**src/inc/sensor_cfg_pkg.sv**
```systemverilog
// Purpose: Shared constants and types for the interrupt routing and
//          proximity filter block.
// Assumes: Eight-bit register port behind the serial bus front end.
// Notes:   Bit positions index the two configuration registers.
//
// What this block does
// - With light level mode set, the interrupt pin follows the live light threshold state, needing no clear.
// - In light level mode the pin asserts when clear leaves the window and releases when it returns.
// - With light level on aux pin set, the light level state shows on the aux pin instead of the irq pin.
// - With near level mode set, the irq pin asserts once the near result rises above the upper threshold.
// - In near level mode the pin releases only when the near result falls below the lower threshold.
// - With near level on aux pin set, the near level state shows on the aux pin instead of the irq pin.
// - With abort on disruption set, a running light integration is aborted during gesture or pattern sending.
// - With abort on disruption set, when gesture or pattern sending ends, a new light integration starts at once, skipping the wait.
// - Infrared compensation off resets to one; at zero, ir=(r+g+b-c)/2 is subtracted from every channel.
// - With decimate clear, a moving window updates the near result and check on every sample once the window has filled.
// - The length bit selects averaging of two samples at zero and four samples at one.
// - With averaging enabled consecutive samples are averaged, otherwise raw samples pass.
package sensor_cfg_pkg;

  // ****************************************
  // Register map
  // ****************************************
  localparam logic [7:0] ROUTING_OFFSET    = 8'hAC;
  localparam logic [7:0] PROCESSING_OFFSET = 8'hAD;
  localparam logic [7:0] ROUTING_MASK      = 8'hF0;
  localparam logic [7:0] PROCESSING_MASK   = 8'h2F;
  localparam logic [7:0] ROUTING_RESET     = 8'h00;
  localparam logic [7:0] PROCESSING_RESET  = 8'h08;
  localparam logic [7:0] UNMAPPED_READ     = 8'h00;

  // ****************************************
  // Field positions
  // ****************************************
  localparam int LIGHT_LEVEL_BIT  = 7;
  localparam int LIGHT_AUX_BIT    = 6;
  localparam int NEAR_LEVEL_BIT   = 5;
  localparam int NEAR_AUX_BIT     = 4;
  localparam int ABORT_BIT        = 5;
  localparam int IRCOMP_OFF_BIT   = 3;
  localparam int DECIMATE_BIT     = 2;
  localparam int LENGTH_BIT       = 1;
  localparam int AVG_ENABLE_BIT   = 0;

  // ****************************************
  // Data types and channel order
  // ****************************************
  localparam int COLOR_W = 16;
  localparam int NEAR_W  = 8;
  localparam int CH_CLEAR = 0;
  localparam int CH_COUNT = 4;
  typedef logic [COLOR_W-1:0]               color_type;
  typedef logic [CH_COUNT-1:0][COLOR_W-1:0] color_set_type;
  typedef logic [NEAR_W-1:0]                near_type;

  // ****************************************
  // Averaging
  // ****************************************
  localparam logic [1:0] SHORT_LAST  = 2'd1;
  localparam logic [1:0] LONG_LAST   = 2'd3;
  localparam int         SHORT_SHIFT = 1;
  localparam int         LONG_SHIFT  = 2;
  localparam int         HIST_DEPTH  = 3;

endpackage

```
**src/inc/near_path_if.sv**
```systemverilog
// Purpose: Carries near samples, filter settings and filtered results.
// Assumes: One clock domain shared by both ends.
// Notes:   The filter end drives only the result signals.
interface near_path_if;
  logic                     sample_valid;
  sensor_cfg_pkg::near_type sample;
  logic                     avg_enable;
  logic                     avg_long;
  logic                     decimate;
  logic                     result_valid;
  sensor_cfg_pkg::near_type result;

  modport filter (
    input  sample_valid,
    input  sample,
    input  avg_enable,
    input  avg_long,
    input  decimate,
    output result_valid,
    output result
  );

  modport user (
    output sample_valid,
    output sample,
    output avg_enable,
    output avg_long,
    output decimate,
    input  result_valid,
    input  result
  );
endinterface

```
**src/hw/color_ir_correct.sv**
```systemverilog
// Purpose: Infrared compensation of the four light channels.
// Assumes: Raw channels are stable while the caller samples the output.
// Notes:   Results saturate to the channel range instead of wrapping.
module color_ir_correct (
  // Control
  input  wire logic                          comp_off,
  // Channels, clear first
  input  wire sensor_cfg_pkg::color_set_type raw,
  output sensor_cfg_pkg::color_set_type      corrected
);

  // ****************************************
  // Infrared estimate
  // ****************************************
  logic        [17:0] sum_rgb;
  logic signed [18:0] ir_wide;
  logic signed [18:0] ir_half;

  // Red, green and blue sum less clear, halved with sign kept
  assign sum_rgb = {2'b00, raw[1]} + {2'b00, raw[2]} + {2'b00, raw[3]};
  assign ir_wide = $signed({1'b0, sum_rgb}) - $signed({3'b000, raw[sensor_cfg_pkg::CH_CLEAR]});
  assign ir_half = ir_wide >>> 1;

  // ****************************************
  // Per channel subtraction
  // ****************************************
  for (genvar ch = 0; ch < sensor_cfg_pkg::CH_COUNT; ch++) begin : g_ch
    logic signed [19:0] diff;
    assign diff = $signed({4'h0, raw[ch]}) - $signed({ir_half[18], ir_half});
    // Negative estimates can push a channel past full scale, so clamp both ends
    always_comb begin
      if (comp_off) begin
        corrected[ch] = raw[ch];
      end else if (diff[19]) begin
        corrected[ch] = 16'h0000;
      end else if (diff[18:16] != 3'h0) begin
        corrected[ch] = 16'hFFFF;
      end else begin
        corrected[ch] = diff[15:0];
      end
    end
  end

endmodule

```
**src/hw/near_avg_filter.sv**
```systemverilog
// Purpose: Averages near samples over a moving window or fixed groups.
// Assumes: At most one sample per clock, marked by sample_valid.
// Notes:   A moving window gives no result until the window has filled.
module near_avg_filter (
  // Clock and reset
  input  wire logic mclk,
  input  wire logic rst_n,
  // Samples in, results out
  near_path_if.filter fi
);

  // ****************************************
  // Window history and position
  // ****************************************
  sensor_cfg_pkg::near_type hist_reg [0:sensor_cfg_pkg::HIST_DEPTH-1];
  logic [1:0] pos_reg;
  logic       filled_reg;
  logic [1:0] last_pos;
  logic [9:0] sum_short;
  logic [9:0] sum_long;
  sensor_cfg_pkg::near_type avg;
  logic [9:0] sum_short_q;

  assign last_pos  = fi.avg_long ? sensor_cfg_pkg::LONG_LAST : sensor_cfg_pkg::SHORT_LAST;
  assign sum_short = {2'b00, fi.sample} + {2'b00, hist_reg[0]};
  assign sum_long  = sum_short + {2'b00, hist_reg[1]} + {2'b00, hist_reg[2]};
  // Powers of two keep the division a shift; the fraction is dropped
  assign avg = fi.avg_long ? sum_long[sensor_cfg_pkg::LONG_SHIFT +: sensor_cfg_pkg::NEAR_W]
                           : sum_short[sensor_cfg_pkg::SHORT_SHIFT +: sensor_cfg_pkg::NEAR_W];

  // Shift register of the previous samples
  always_ff @(posedge mclk or negedge rst_n) begin
    if (!rst_n) begin
      for (int i = 0; i < sensor_cfg_pkg::HIST_DEPTH; i++) begin
        hist_reg[i] <= '0;
      end
    end else if (fi.sample_valid) begin
      hist_reg[0] <= fi.sample;
      for (int i = 1; i < sensor_cfg_pkg::HIST_DEPTH; i++) begin
        hist_reg[i] <= hist_reg[i-1];
      end
    end
  end

  // Position in the group, wrapping at the selected length
  always_ff @(posedge mclk or negedge rst_n) begin
    if (!rst_n) begin
      pos_reg    <= 2'b00;
      filled_reg <= 1'b0;
    end else if (fi.sample_valid) begin
      pos_reg <= (pos_reg >= last_pos) ? 2'b00 : pos_reg + 2'b01;
      if (pos_reg >= last_pos) begin
        filled_reg <= 1'b1;
      end
    end
  end

  // ****************************************
  // Result
  // ****************************************
  always_ff @(posedge mclk or negedge rst_n) begin
    if (!rst_n) begin
      fi.result_valid <= 1'b0;
      fi.result       <= '0;
    end else begin
      fi.result_valid <= 1'b0;
      if (fi.sample_valid) begin
        if (!fi.avg_enable) begin
          fi.result_valid <= 1'b1;
          fi.result       <= fi.sample;
        end else if (fi.decimate ? (pos_reg >= last_pos)
                                 : (filled_reg || pos_reg >= last_pos)) begin
          fi.result_valid <= 1'b1;
          fi.result       <= avg;
        end
      end
    end
  end

  // Helper copy of the short sum for the average check
  always_ff @(posedge mclk or negedge rst_n) begin
    if (!rst_n) begin
      sum_short_q <= 10'h000;
    end else begin
      sum_short_q <= sum_short;
    end
  end
endmodule

```
**src/hw/sensor_int_routing_near_avg_enable.sv**
```systemverilog
// Purpose: Interrupt pin routing, light integration abort and restart,
//          light infrared compensation and near sample averaging.
// Assumes: The serial bus front end presents one register access per
//          clock; engines signal results with one-cycle strobes.
// Notes:   Pins are active low push-pull copies of the interrupt levels.
module sensor_int_routing_near_avg_enable (
  // Clock and reset
  input  wire logic                          mclk,
  input  wire logic                          rst_n,
  // Register port from the serial bus front end
  input  wire logic [7:0]                    reg_addr,
  input  wire logic                          reg_wr,
  input  wire logic [7:0]                    reg_wdata,
  output logic      [7:0]                    reg_rdata,
  // Light engine
  input  wire logic                          light_done,
  input  wire logic                          light_active,
  input  wire sensor_cfg_pkg::color_set_type light_raw,
  input  wire sensor_cfg_pkg::color_type     light_thr_low,
  input  wire sensor_cfg_pkg::color_type     light_thr_high,
  output sensor_cfg_pkg::color_set_type      light_result,
  output logic                               light_abort,
  output logic                               light_restart,
  // Near engine
  input  wire logic                          near_sample_valid,
  input  wire sensor_cfg_pkg::near_type      near_sample,
  input  wire sensor_cfg_pkg::near_type      near_thr_low,
  input  wire sensor_cfg_pkg::near_type      near_thr_high,
  output sensor_cfg_pkg::near_type           near_result,
  output logic                               near_result_valid,
  // Disruptions
  input  wire logic                          gesture_active,
  input  wire logic                          pattern_busy,
  // Pins
  input  wire logic                          other_irq,
  output logic                               irq_n,
  output logic                               aux_n
);

  // ****************************************
  // Reset release
  // ****************************************
  logic [1:0] rst_sync_reg;
  logic       rst_n_sync;

  // Two stage release so the rest of the block leaves reset cleanly
  always_ff @(posedge mclk or negedge rst_n) begin
    if (!rst_n) begin
      rst_sync_reg <= 2'b00;
    end else begin
      rst_sync_reg <= {rst_sync_reg[0], 1'b1};
    end
  end
  assign rst_n_sync = rst_sync_reg[1];

  // ****************************************
  // Configuration registers
  // ****************************************
  logic [7:0] routing_reg;
  logic [7:0] processing_reg;
  logic [7:0] rdata_reg;

  // Writes keep only implemented bits so reserved bits read as zero
  always_ff @(posedge mclk or negedge rst_n_sync) begin
    if (!rst_n_sync) begin
      routing_reg    <= sensor_cfg_pkg::ROUTING_RESET;
      processing_reg <= sensor_cfg_pkg::PROCESSING_RESET;
    end else if (reg_wr) begin
      if (reg_addr == sensor_cfg_pkg::ROUTING_OFFSET) begin
        routing_reg <= reg_wdata & sensor_cfg_pkg::ROUTING_MASK;
      end
      if (reg_addr == sensor_cfg_pkg::PROCESSING_OFFSET) begin
        processing_reg <= reg_wdata & sensor_cfg_pkg::PROCESSING_MASK;
      end
    end
  end

  // Read data is registered; unmapped addresses read zero
  always_ff @(posedge mclk or negedge rst_n_sync) begin
    if (!rst_n_sync) begin
      rdata_reg <= sensor_cfg_pkg::UNMAPPED_READ;
    end else if (reg_addr == sensor_cfg_pkg::ROUTING_OFFSET) begin
      rdata_reg <= routing_reg;
    end else if (reg_addr == sensor_cfg_pkg::PROCESSING_OFFSET) begin
      rdata_reg <= processing_reg;
    end else begin
      rdata_reg <= sensor_cfg_pkg::UNMAPPED_READ;
    end
  end
  assign reg_rdata = rdata_reg;

  // Field decode
  logic light_irq_level_mode;
  logic light_irq_level_on_aux_pin;
  logic near_irq_level_mode;
  logic near_irq_level_on_aux_pin;
  logic light_abort_on_disruption;
  logic infrared_comp_off;
  assign light_irq_level_mode       = routing_reg[sensor_cfg_pkg::LIGHT_LEVEL_BIT];
  assign light_irq_level_on_aux_pin = routing_reg[sensor_cfg_pkg::LIGHT_AUX_BIT];
  assign near_irq_level_mode        = routing_reg[sensor_cfg_pkg::NEAR_LEVEL_BIT];
  assign near_irq_level_on_aux_pin  = routing_reg[sensor_cfg_pkg::NEAR_AUX_BIT];
  assign light_abort_on_disruption  = processing_reg[sensor_cfg_pkg::ABORT_BIT];
  assign infrared_comp_off          = processing_reg[sensor_cfg_pkg::IRCOMP_OFF_BIT];

  // ****************************************
  // Light results and window state
  // ****************************************
  sensor_cfg_pkg::color_set_type light_corr;
  sensor_cfg_pkg::color_set_type light_result_reg;
  logic                          light_out_next;
  logic                          light_state_reg;

  color_ir_correct u_ir (
    .comp_off  (infrared_comp_off),
    .raw       (light_raw),
    .corrected (light_corr)
  );

  // The window test uses the incoming clear value, after compensation, not the stored one
  assign light_out_next = (light_corr[sensor_cfg_pkg::CH_CLEAR] < light_thr_low)
                       || (light_corr[sensor_cfg_pkg::CH_CLEAR] > light_thr_high);

  always_ff @(posedge mclk or negedge rst_n_sync) begin
    if (!rst_n_sync) begin
      light_result_reg <= '0;
      light_state_reg  <= 1'b0;
    end else if (light_done) begin
      light_result_reg <= light_corr;
      light_state_reg  <= light_out_next;
    end
  end
  assign light_result = light_result_reg;

  // ****************************************
  // Near filtering and hysteresis
  // ****************************************
  near_path_if                 near_bus ();
  sensor_cfg_pkg::near_type    near_result_reg;
  logic                        near_valid_reg;
  logic                        near_state_reg;

  assign near_bus.sample_valid = near_sample_valid;
  assign near_bus.sample       = near_sample;
  assign near_bus.avg_enable   = processing_reg[sensor_cfg_pkg::AVG_ENABLE_BIT];
  assign near_bus.avg_long     = processing_reg[sensor_cfg_pkg::LENGTH_BIT];
  assign near_bus.decimate     = processing_reg[sensor_cfg_pkg::DECIMATE_BIT];

  near_avg_filter u_filter (
    .mclk  (mclk),
    .rst_n (rst_n_sync),
    .fi    (near_bus.filter)
  );

  // Result and threshold check move only when the filter gives a value
  always_ff @(posedge mclk or negedge rst_n_sync) begin
    if (!rst_n_sync) begin
      near_result_reg <= '0;
      near_valid_reg  <= 1'b0;
    end else begin
      near_valid_reg <= near_bus.result_valid;
      if (near_bus.result_valid) begin
        near_result_reg <= near_bus.result;
      end
    end
  end
  assign near_result       = near_result_reg;
  assign near_result_valid = near_valid_reg;

  // Set above upper, clear below lower, hold in between
  always_ff @(posedge mclk or negedge rst_n_sync) begin
    if (!rst_n_sync) begin
      near_state_reg <= 1'b0;
    end else if (near_bus.result_valid) begin
      if (near_bus.result > near_thr_high) begin
        near_state_reg <= 1'b1;
      end else if (near_bus.result < near_thr_low) begin
        near_state_reg <= 1'b0;
      end
    end
  end

  // ****************************************
  // Pin routing
  // ****************************************
  logic light_to_irq;
  logic light_to_aux;
  logic near_to_irq;
  logic near_to_aux;
  logic irq_n_reg;
  logic aux_n_reg;

  // Aux routing alone also selects level behaviour for that source
  assign light_to_irq = light_irq_level_mode && !light_irq_level_on_aux_pin && light_state_reg;
  assign light_to_aux = light_irq_level_on_aux_pin && light_state_reg;
  assign near_to_irq  = near_irq_level_mode && !near_irq_level_on_aux_pin && near_state_reg;
  assign near_to_aux  = near_irq_level_on_aux_pin && near_state_reg;

  always_ff @(posedge mclk or negedge rst_n_sync) begin
    if (!rst_n_sync) begin
      irq_n_reg <= 1'b1;
      aux_n_reg <= 1'b1;
    end else begin
      irq_n_reg <= !(other_irq || light_to_irq || near_to_irq);
      aux_n_reg <= !(light_to_aux || near_to_aux);
    end
  end
  assign irq_n = irq_n_reg;
  assign aux_n = aux_n_reg;

  // ****************************************
  // Light abort and restart
  // ****************************************
  logic disrupt;
  logic disrupt_reg;
  logic abort_reg;
  logic restart_reg;

  assign disrupt = gesture_active || pattern_busy;

  // Abort is held for as long as an integration runs into a disruption
  always_ff @(posedge mclk or negedge rst_n_sync) begin
    if (!rst_n_sync) begin
      disrupt_reg <= 1'b0;
      abort_reg   <= 1'b0;
      restart_reg <= 1'b0;
    end else begin
      disrupt_reg <= disrupt;
      abort_reg   <= light_abort_on_disruption && disrupt && light_active;
      // Restart bypasses the wait, so extra measurements can appear
      restart_reg <= light_abort_on_disruption && disrupt_reg && !disrupt;
    end
  end
  assign light_abort   = abort_reg;
  assign light_restart = restart_reg;
endmodule

```
**config.mk**
```make
export PLATFORM = sky130hd
export DESIGN_NAME = sensor_int_routing_near_avg_enable
export DESIGN_NICKNAME = d
export VERILOG_FILES = /design/src/inc/sensor_cfg_pkg.sv /design/src/inc/near_path_if.sv /design/src/hw/color_ir_correct.sv /design/src/hw/near_avg_filter.sv /design/src/hw/sensor_int_routing_near_avg_enable.sv
export SDC_FILE = /design/constraint.sdc
export NUM_CORES = 1
export LEC_CHECK = 0
export ABC_CLOCK_PERIOD_IN_PS = 9150
export BUFFER_PORTS_ARGS = -buffer_cell sky130_fd_sc_hd__clkbuf_2
export CORE_MARGIN = 1
export CORE_UTILIZATION = 45
export DETAILED_ROUTE_END_ITERATION = 6
export HOLD_SLACK_MARGIN = 0.03
export PLACE_DENSITY = 0.66
export RECOVER_POWER = 100
export SETUP_SLACK_MARGIN = 0.1
export SLEW_MARGIN = 20
export SYNTH_ARGS = -nofsm -noshare
export SYNTH_HDL_FRONTEND = slang
export SYNTH_HIERARCHICAL = 1
export SYNTH_SLANG_ARGS = --single-unit
```
**constraint.sdc**
```tcl
create_clock -name mclk -period 9.15 [get_ports mclk]
set_clock_uncertainty 0.2 [all_clocks]
set_input_delay 2.2875 -clock mclk [delete_from_list [all_inputs] [get_ports mclk]]
set_output_delay 2.2875 -clock mclk [all_outputs]
set_load 0.03 [all_outputs]
```
[Word level (Yosys, flattened, before mapping)]
Index checks and enable logic that the tools add are counted.
Operators by class
  add/subtract/negate cells: 11
  multipliers: 0
  div/mod/pow operators: 0
  $lt $le $gt $ge: 5
  equal/unequal tests: 3
  shift-type cells: 0
  mux-type cells: 25
  bitwise gates (word level): 0
  reductions and logical operators: 31
Operator list (number)
  $mux W16: 12
  $sub A17 B18 Y19: 4
  $mux W8: 4
  $add A10 B8 Y10: 2
  $sub A18 B16 Y19: 1
  $add A18 B16 Y18: 1
  $add A16 B16 Y17: 1
  $eq A8 B8 Y1 const B: 2
  $gt A16 B16 Y1: 1
  $lt A16 B16 Y1: 1
  $reduce_bool A3 Y1: 4
  $logic_and A1 B1 Y1: 10
  $reduce_and A2 Y1: 5
  $add A8 B8 Y9: 1
  $gt A8 B8 Y1: 1
  $lt A8 B8 Y1: 1
  $logic_or A1 B1 Y1: 6
  $mux W1: 6
  $mux W6: 1
  $logic_not A1 Y1: 5
  $mux W2: 2
  $add A2 B1 Y2 const B: 1
  $ge A2 B2 Y1: 1
  $ne A2 B1 Y1 const B: 1
  $reduce_bool A2 Y1: 1
Word-level totals
  register bits after elaboration: 135
  bits in latches: 0
  RAM bits: 0
  memory bits (read-only): 0
  bits of input ports: 145
  output and inout bits: 85
  word-level logic and storage cells: 99
  memories: 0

[Depth between registers and ports, before layout]
Gate-level depths: netlist (run 1).
  word-level depth: 10
  depth in mapped cells: 32
  gate-level depth less buffers: 32

[By module]
The synthesis (run 1) kept the hierarchy.
Modules (own cells, without submodules)
  color_ir_correct: times used 1, cells each 782, area an instance 5801.8 sq um
  sensor_int_routing_near_avg_enable: times used 1, cells each 377, area an instance 4790.8 sq um
  near_avg_filter: times used 1, cells each 234, area an instance 2408.6 sq um

[Least setup slack after synthesis (run 1)]
OpenSTA, ideal clock, no wires.
  path type: input-to-reg
  from: in light_raw[7] (netlist bit)
  to: reg light_state_reg
  data arrival time: 8345 ps
  required time: 8818 ps
  slack: 473 ps
  stages on the path: 28
  buffers on the path: 0
  path through: inv_1 fa_1 inv_1 fa_1 inv_1 ha_1 a2111oi_2 o21a_1 nor2_1 xnor2_1 ha_1 or2_2 a21oi_1 a21oi_1 maj3_2 a2111oi_2 o21bai_2 a31oi_2 nand2_1 a31oi_4 o311ai_0 ha_1 a41o_1 a21oi_1 nor3_1 a2111oi_2 a22o_1 a31oi_1
RTL lines
  start, declared: line sensor_int_routing_near_avg_enable.sv:18  | input wire sensor_cfg_pkg::color_set_type light_raw,
  end signal, assigned: line sensor_int_routing_near_avg_enable.sv:130  | light_state_reg <= light_out_next;
  end, declared: line sensor_int_routing_near_avg_enable.sv:112  | logic light_state_reg;

==> results.ini, run 1 <==
[power]
ir_worst_vdd_uv=176
power.leakage_uw=0.00731
power_density_nw_per_um2=415

[synth]
yosysTopAreaCell=dfrtp_1
ys_async_sr_fraction_pct=100
synth_ff_type=dfrtp_1
synth_area_leaders=dfrtp_1 (25%), ha_1 (13%), mux2_2 (9.0%)
synth-seq-area-share_pct=26.0
synth_edf_count=0
synth.distinct_cells=93
syn_nets=1717
ys_seq_elements=135
avgSynthCellArea_um2=9.33
ys_warn_count=6
synth_top_cell_area_share_pct=25.4
syn_inst=1393
synth_area_um2=13000

[detailed_routing]
drt-wirelength-per-cell_um=19.1
drt_pass1_iterations=5
top_layer=met4
wl_met2_um=17900
vias_per_cell=5.70
finalWirelength_um=39100
final_antenna_net_count=0
route.vias.total=11672
first_iter_violations=830
met1_length_um=18200
route.met3.wl_um=2110
post-route-drc-count=0

[sta]
rsz0062_at_grt=false
worst_slack_ps=354
slew-limit-headroom_pct=-156
whs_ps=154
period_share_pct=96.1
setup_violations=0
worst_slew_pin_slew_ps=3850
setup_tns_ps=0
period_minus_slack_ps=8800
fmax_mhz=114
hold_viol_final=0
drv_slew=165

[place]
dp_cells=2005
port_buffers=229
place.gp.congestion=0.920
pre_cts_ws_ps=-337
place_hpwl_um=31200

[min_path]
worst_hold_path_type=flip-flop to flip-flop

[layout]
seqCellArea_um2=3380
largest_reg_flops=64
multi_input_area_um2=8970
areaGrowthSynthToFinish_pct=18.6
drive_gt1_share_pct=22.3
layout.nets=1980
final_cells=2048
fin_util_pct=54.9
filler_cell_count=2727

[floorplan]
core_area_um2=28100
chipHeight_um=172
die_x_um=172
core.rowCount=61
io_pins=230
start_util_pct=46.3
die-area_um2=29600

[critical_path]
start_kind=primary input
reg2reg_slack_ps=3210
max_stage_delay_ps=520
setup.worst_path.class=primary input to flip-flop
cp-end-kind=flip-flop
crit_fanout=9
slowest_stage=fa_1
cp.required_ps=9260
crit_arrival_ps=8910

[clocking]
clock-root-buffer=clkbuf_16
cts_tree=built
clk_pin_slew_worst_paths_ps=60
clockBufferDepth=2
clkSinkCount=135
h-tree-depth=4
clock_latency_ps=440
cts_buffers=17

[global_route]
grt_max_degree=98
grt_pass1_wl_um=60800
grt_overflow=0
grt_pass1_vias=11206
grt_util_all_layers_pct=26.7
antenna_found_initial=1

[run]
maxCapViolations=3

[run_status]
status=complete, but fails checks
violations=max-capacitance violations, max-slew violations

## cells in the final DEF, fill, tap and decap left out, drive strengths merged, types with 23 or more instances in the layout
| master | Yosys | routed |
|---|---|---|
| fa | 44 | 44 |
| nand2b | 27 | 27 |
| nand3 | 34 | 34 |
| ha | 135 | 135 |
| buf | 20 | 48 |
| xnor2 | 43 | 43 |
| a21o | 38 | 38 |
| a21oi | 76 | 76 |
| nand2 | 88 | 88 |
| mux2 | 104 | 104 |
| xor2 | 25 | 25 |
| clkbuf | 18 | 252 |
| dfrtp | 132 | 132 |
| o21ai | 55 | 55 |
| and2 | 23 | 23 |
| inv | 157 | 166 |
| nor2 | 58 | 58 |
| nor3 | 26 | 26 |
## cells by family after synthesis
logic type	Yosys count	synth area share, %
fa+ha+maj	187	20.4
xor+xnor	68	4.58
other cells	1	0.0288
compound gates	366	20.5
flops	135	26.0
simple gates	330	13.0
mux	110	9.47
buf+inv	196	5.94
## worst paths after layout
path,startpoint,end,cells after the start
max,light_raw[1],light_result[17],26
min,rst_sync_reg[0],rst_sync_reg[1],0
max reg2reg,rst_sync_reg[1],near_result[4],1
min reg2reg,rst_sync_reg[0],rst_sync_reg[1],0
max in group asynchronous,rst_sync_reg[1],near_result[4],1
min in group asynchronous,rst_sync_reg[1],u_filter/hist_reg[11],0
## stage by stage
stage	total power [uW]	instance area [um^2]
CTS	6240	15300
finish	6390	15400
detailed placement	5510	14800
global route	6910	15400
global placement	5460	14800
floorplan	4270	13000
## area by class of cell
class / instances / area share (%)
Sequential cell: 135 / 21.9
Timing Repair Buffer: 282 / 9.20
Multi-Input combinational cell: 1062 / 58.2
Antenna cell: 1 / 0.0162
Inverter: 158 / 3.85
Clock buffer: 18 / 2.85
Clock inverter: 14 / 0.868
Tap cell: 378 / 3.07
## report_power, final
| group | switching (uW) | internal [uW] |
|---|---|---|
| clock network | 319 | 368 |
| logic | 2810 | 2000 |
| registers | 109 | 784 |
| total | 3240 | 3160 |
## routing by layer
metal | track usage [%] | up-vias
li1 | - | 5610
met2 | 42.6 | 385
met3 | 3.50 | 56
met1 | 37.5 | 5621
met5 | 0 | -
met4 | 7.81 | 0
## Yosys cell counts (33+ instances only)
library cell  number
o21ai_0           50
nand2_1           86
ha_1             135
inv_1            157
fa_1              44
mux2_2           104
dfrtp_1          132
a21o_1            38
xnor2_1           43
nor2_1            57
nand3_1           33
a21oi_1           73
## critical path, delay by kind of cell
kind / cells / cell delay, ps
buffers and inverters: 5 / 670
AOI/OAI and AO/OA: 10 / 2280
and+or+nand+nor: 3 / 680
muxes: 1 / 360
adders and majority gates: 6 / 2360
xor gates and xnor gates: 1 / 240
## what timing repair did
item                       CTS  global route
hold buffers                 0             0
resized for setup            0            36
setup buffers                0            10
setup endpoints to repair    0             1
Power figures use the tool's default switching activity.
==> inputs of run 2 (changes only) <==
--- a/config.mk
+++ b/config.mk
@@ -7,6 +7,7 @@
 export LEC_CHECK = 0
 export ABC_CLOCK_PERIOD_IN_PS = 9150
 export BUFFER_PORTS_ARGS = -buffer_cell sky130_fd_sc_hd__clkbuf_2
+export CORE_ASPECT_RATIO = 1.5
 export CORE_MARGIN = 1
 export CORE_UTILIZATION = 45
 export DETAILED_ROUTE_END_ITERATION = 6
==> run 2 against run 1 <==
Compared with the run above: the run still ends with max-capacitance violations, max-slew violations left; core utilization rose by 0.095 points; flip-flop and latch count did not move; power rose by 0.43%; fmax rose by 0.48%; clock power rose by 3%; combinational power barely moved; critical path depth rose by 7; hold slack improved by 4.6 ps.
==> results.ini, run 2 (same netlist as run 1, synthesis figures left out) <==
[critical_path]
crit_fanout=7  ; was 9
r2r_start=rst_sync_reg[1]  ; unchanged
cp-end-kind=flip-flop  ; unchanged
setup.worst_path.class=primary input to flip-flop  ; unchanged
crit_arrival_ps=8930  ; was 8910 ps
max_stage_delay_ps=560  ; was 520 ps
cp.required_ps=9320  ; was 9260 ps
reg2reg_slack_ps=3260  ; was 3210 ps
rr_endpoint=processing_reg[2]  ; was near_result[4]
rr_worst_depth=1  ; unchanged
start_kind=primary input  ; unchanged
slowest_stage=or4_1  ; was fa_1

[floorplan]
core_area_um2=28200  ; was 28100 um^2
die_x_um=141  ; was 172 um
core.rowCount=75  ; was 61
die-area_um2=29600  ; about the same
start_util_pct=46.2  ; was 46.3%
chipHeight_um=210  ; was 172 um
io_pins=230  ; unchanged

[detailed_routing]
post-route-drc-count=0  ; unchanged
final_antenna_net_count=0  ; unchanged
drt-wirelength-per-cell_um=20.2  ; was 19.1 um
finalWirelength_um=40800  ; was 39100 um
first_iter_violations=488  ; was 830
route.vias.total=11819  ; was 11672
drt_pass1_iterations=5  ; unchanged
vias_per_cell=5.84  ; was 5.70

[min_path]
hold_depth=0  ; unchanged
hold_path_end=rst_sync_reg[1]  ; unchanged
hp-start=rst_sync_reg[0]  ; unchanged
worst_hold_path_type=flip-flop to flip-flop  ; unchanged

[global_route]
grt_pass1_wl_um=62900  ; was 60800 um
grt_overflow=0  ; unchanged
antenna_found_initial=1  ; unchanged
grt_pass1_vias=12102  ; was 11206
grt_max_degree=69  ; was 98
grt_util_all_layers_pct=28.0  ; was 26.7%

[sta]
setup_violations=0  ; unchanged
hold_viol_final=0  ; unchanged
rsz0062_at_grt=false  ; unchanged
fmax_mhz=114  ; about the same
drv_slew=136  ; was 165
whs_ps=159  ; was 154 ps
period_minus_slack_ps=8750  ; was 8800 ps
worst_slew_pin_slew_ps=3460  ; was 3850 ps
period_share_pct=95.7  ; was 96.1%
slew-limit-headroom_pct=-131  ; was -156%

[layout]
layout.nets=1989  ; was 1980
areaGrowthSynthToFinish_pct=19.1  ; was 18.6%
largest_reg_flops=64  ; unchanged
mostFrequentLayoutCell=inv_1  ; unchanged
drive_gt1_share_pct=23.2  ; was 22.3%
final_cell_mix=inv_1 (157), clkbuf_2 (141), ha_1 (134)  ; was inv_1 (157), clkbuf_2 (139), dfrtp_1 (132)

[clocking]
cts_tree=built  ; unchanged
clk_pin_slew_worst_paths_ps=70  ; was 60 ps
hold_buffers=0  ; unchanged
clock_latency_ps=450  ; was 440 ps
h-tree-depth=4  ; unchanged
clockBufferDepth=2  ; unchanged
clkSinkCount=135  ; unchanged
clock-root-buffer=clkbuf_16  ; unchanged
cts_buffers=17  ; unchanged

[place]
port_buffers=229  ; unchanged
place_hpwl_um=33100  ; was 31200 um
place.gp.congestion=0.935  ; was 0.920

[run_status]
status=complete, but fails checks  ; unchanged
violations=max-capacitance violations, max-slew violations  ; unchanged

[run]
maxCapViolations=2  ; was 3

[power]
power.total_uw=6420  ; was 6390 uW
power.leakage_uw=0.00739  ; was 0.00731 uW
power_density_nw_per_um2=415  ; about the same
ir_worst_vdd_uv=187  ; was 176 uV

## run 2: cell types whose count changed in the layout (fill, tap and decap cells not counted), moves of 2 or more
| cell | change |
|---|---|
| ha_2 | -3 |
| a2111oi_4 | -2 |
| a2111oi_2 | +2 |
| mux2_1 | -4 |
| and2_0 | -3 |
| inv_6 | -2 |
| clkbuf_2 | +2 |
| clkbuf_1 | -6 |
| inv_8 | +2 |
| clkinv_8 | +3 |
| buf_4 | +12 |
| and2_1 | +3 |
| mux2_2 | +4 |
| ha_1 | +3 |
## run 2: worst max-delay path by stage
stage,startpoint,endpoint,slack (ps),cells past startpoint
2_1_floorplan,light_raw[7],light_state_reg,470,28
3_3_place_gp,light_raw[7],light_state_reg,3,30
3_5_place_dp,light_raw[7],light_state_reg,-130,30
4_1_cts,light_raw[7],light_state_reg,340,30
5_1_grt,light_raw[1],light_state_reg,20,33
6_report,light_raw[1],light_state_reg,400,33
## run 2: power by group
part / switching [uW] / internal [uW] / total [uW]
Sequential: 118 / 784 / 902
Combinational: 2760 / 2050 / 4810
Clock: 337 / 368 / 706
## run 2: what timing repair did
item,4_1_cts,5_1_grt
setup buffers,0,4
resized for setup,0,28
endpoints found under the setup margin,0,1
endpoints found under the hold margin,0,0
## run 2: routing by layer
metal,part of all wire [%],vias to the layer above,GRT usage [%]
met5,0,-,0
met3,4.4,123,5.25
met4,7.2,0,19.7
met2,54,360,53.4
met1,34,5732,26.7
li1,-,5604,-
## run 2: cell type report
type	instances	area, um^2
well taps	346	433
flip-flops and latches	135	3390
diodes	1	2.50
fillers	2654	12700
clock inverters	15	174
multi-input cells	1062	8950
inverters	158	593
repair buffers	291	1520
clock buffers	17	425
## run 2: critical path: cells and delay by family
kind                     cells  cell delay [ps]
AO/OA/AOI/OAI               13             2140
XOR/XNOR                     1              190
adder cells (fa/ha/maj)      6             2350
buffers and inverters        6              670
AND/OR/NAND/NOR              7             1290
## run 2: through the flow
stage	cells	worst slack, ps	TNS, ps	cell area [um^2]	util [%]
final	2025	396	0	15500	55.0
after global routing	2025	22.0	0	15500	55.0
after CTS	2020	336	0	15400	54.9
after detailed placement	1988	-128	-128	14800	52.7
after global placement	1988	3.07	0	14800	52.7
after floorplan	1393	473	0	13000	-
==> inputs of run 3 (changes only) <==
--- a/config.mk
+++ b/config.mk
@@ -12,6 +12,7 @@
 export CORE_UTILIZATION = 45
 export DETAILED_ROUTE_END_ITERATION = 6
 export HOLD_SLACK_MARGIN = 0.03
+export MAX_ROUTING_LAYER = met4
 export PLACE_DENSITY = 0.66
 export RECOVER_POWER = 100
 export SETUP_SLACK_MARGIN = 0.1
==> run 3 against run 2 <==
Compared with the run above: the run still ends with max-capacitance violations, max-slew violations left; combinational power hardly changed; sequential power about the same; wire length grew 0.22%.
==> results.ini, run 3 (same netlist as run 1, synthesis figures left out) <==
[clocking]
clock_latency_ps=460  ; was 450 ps
clk_pin_slew_worst_paths_ps=70  ; about the same
clockBufferDepth=2  ; unchanged
clock-root-buffer=clkbuf_16  ; unchanged
clkSinkCount=135  ; unchanged
cts_tree=built  ; unchanged
h-tree-depth=4  ; unchanged
hold_buffers=0  ; unchanged
cts_buffers=17  ; unchanged

[run_status]
violations=max-capacitance violations, max-slew violations  ; unchanged
status=complete, but fails checks  ; unchanged

[place]
pre_cts_ws_ps=-196  ; was -128 ps
place.gp.congestion=0.974  ; was 0.935
dp_cells=1989  ; was 1988
place_hpwl_um=33200  ; was 33100 um
port_buffers=229  ; unchanged

[critical_path]
setup.worst_path.class=primary input to flip-flop  ; unchanged
cp.depth=30  ; was 33
cp.required_ps=9250  ; was 9320 ps
rr_worst_depth=1  ; unchanged
crit_family=adder cells  ; unchanged
slowest_stage=fa_1  ; was or4_1
rr_endpoint=u_filter/filled_reg  ; was processing_reg[2]
reg2reg_slack_ps=3060  ; was 3260 ps
r2r_start=rst_sync_reg[1]  ; unchanged
crit_start=light_raw[7]  ; was light_raw[1]
crit_fanout=7  ; unchanged
crit_arrival_ps=8770  ; was 8930 ps
path_buf_inv=6  ; unchanged
start_kind=primary input  ; unchanged
max_stage_delay_ps=530  ; was 560 ps
cp-end-kind=flip-flop  ; unchanged
cp-endpoint=light_state_reg  ; unchanged

[min_path]
worst_hold_path_type=flip-flop to flip-flop  ; unchanged

[power]
power_density_nw_per_um2=415  ; about the same
power.leakage_uw=0.00738  ; was 0.00739 uW
power.total_uw=6420  ; about the same
ir_worst_vdd_uv=187  ; about the same

[sta]
rsz0062_at_grt=false  ; unchanged
fmax_mhz=115  ; was 114 MHz
setup_tns_ps=0  ; unchanged
hold_viol_final=0  ; unchanged
period_minus_slack_ps=8680  ; was 8750 ps
setup_violations=0  ; unchanged
whs_ps=151  ; was 159 ps
worst_slew_pin_slew_ps=3840  ; was 3460 ps
drv_slew=136  ; unchanged
worst_slack_ps=471  ; was 396 ps
slew-limit-headroom_pct=-156  ; was -131%
period_share_pct=94.9  ; was 95.7%

[layout]
final_cells=2030  ; was 2025
drive_gt1_share_pct=23.0  ; was 23.2%
layout.nets=1992  ; was 1989
final_cell_mix=inv_1 (157), clkbuf_2 (140), ha_1 (135)  ; was inv_1 (157), clkbuf_2 (141), ha_1 (134)
filler_cell_count=2680  ; was 2654
mostFrequentLayoutCell=inv_1  ; unchanged
areaGrowthSynthToFinish_pct=18.8  ; was 19.1%
largest_reg_flops=64  ; unchanged

[global_route]
grt_pass1_wl_um=63000  ; was 62900 um
grt_pass1_vias=12084  ; was 12102
grt_util_all_layers_pct=29.2  ; was 28.0%
grt_max_degree=71  ; was 69
grt_overflow=0  ; unchanged
antenna_found_initial=3  ; was 1

[run]
maxCapViolations=2  ; unchanged

[detailed_routing]
drt_pass1_iterations=5  ; unchanged
first_iter_violations=494  ; was 488
finalWirelength_um=40900  ; was 40800 um
vias_per_cell=5.79  ; was 5.84
post-route-drc-count=0  ; unchanged
route.vias.total=11747  ; was 11819
drt-wirelength-per-cell_um=20.2  ; about the same
final_antenna_net_count=0  ; unchanged

[floorplan]
start_util_pct=46.2  ; unchanged
core.rowCount=75  ; unchanged
die_x_um=141  ; unchanged
chipHeight_um=210  ; unchanged
io_pins=230  ; unchanged
die-area_um2=29600  ; unchanged
core_area_um2=28200  ; unchanged

## run 3: what timing repair did
item | in CTS | in global routing
endpoints found under the setup margin | 0 | 1
gates resized for setup | 0 | 27
setup buffers | 0 | 6
## run 3: power breakdown
part | internal [uW] | switching, uW
sequential | 784 | 116
combinational | 2050 | 2780
clock | 367 | 325
total | 3200 | 3220
## run 3: worst min-delay path by stage
stage | from | end | slack [ps] | depth (start not counted)
final | rst_sync_reg[0] | rst_sync_reg[1] | 150 | 0
after global routing | rst_sync_reg[0] | rst_sync_reg[1] | 160 | 0
after CTS | rst_sync_reg[0] | rst_sync_reg[1] | 160 | 0
after detailed placement | rst_sync_reg[0] | rst_sync_reg[1] | 140 | 0
after global placement | rst_sync_reg[0] | rst_sync_reg[1] | 140 | 0
after floorplan | rst_sync_reg[0] | rst_sync_reg[1] | 130 | 0
## run 3: through the flow
stage	util, %	instance area, um^2
after detailed placement	52.8	14900
after global placement	52.8	14900
final	54.9	15400
after global routing	54.9	15400
after floorplan	-	13000
after CTS	54.8	15400
## run 3: per-layer routing
layer | part of all wire [%] | vias to the layer above | track usage [%] | wire (um)
met5 | 0 | - | - | 0
met4 | 7.6 | 0 | 20.8 | 3100
met3 | 4.4 | 150 | 5.84 | 1780
met2 | 54 | 342 | 53.4 | 22000
met1 | 34 | 5622 | 26.8 | 14000
li1 | - | 5633 | - | -
## run 3: layout make-up
type	instances	area (um^2)	share of cell area, %
Antenna cell	3	7.51	0.0486
Tap cell	346	433	2.80
Inverter	158	593	3.84
Timing Repair Buffer	294	1530	9.88
Sequential cell	135	3390	21.9
Multi-Input combinational cell	1062	8930	57.8
Clock buffer	18	439	2.84
Clock inverter	14	135	0.875
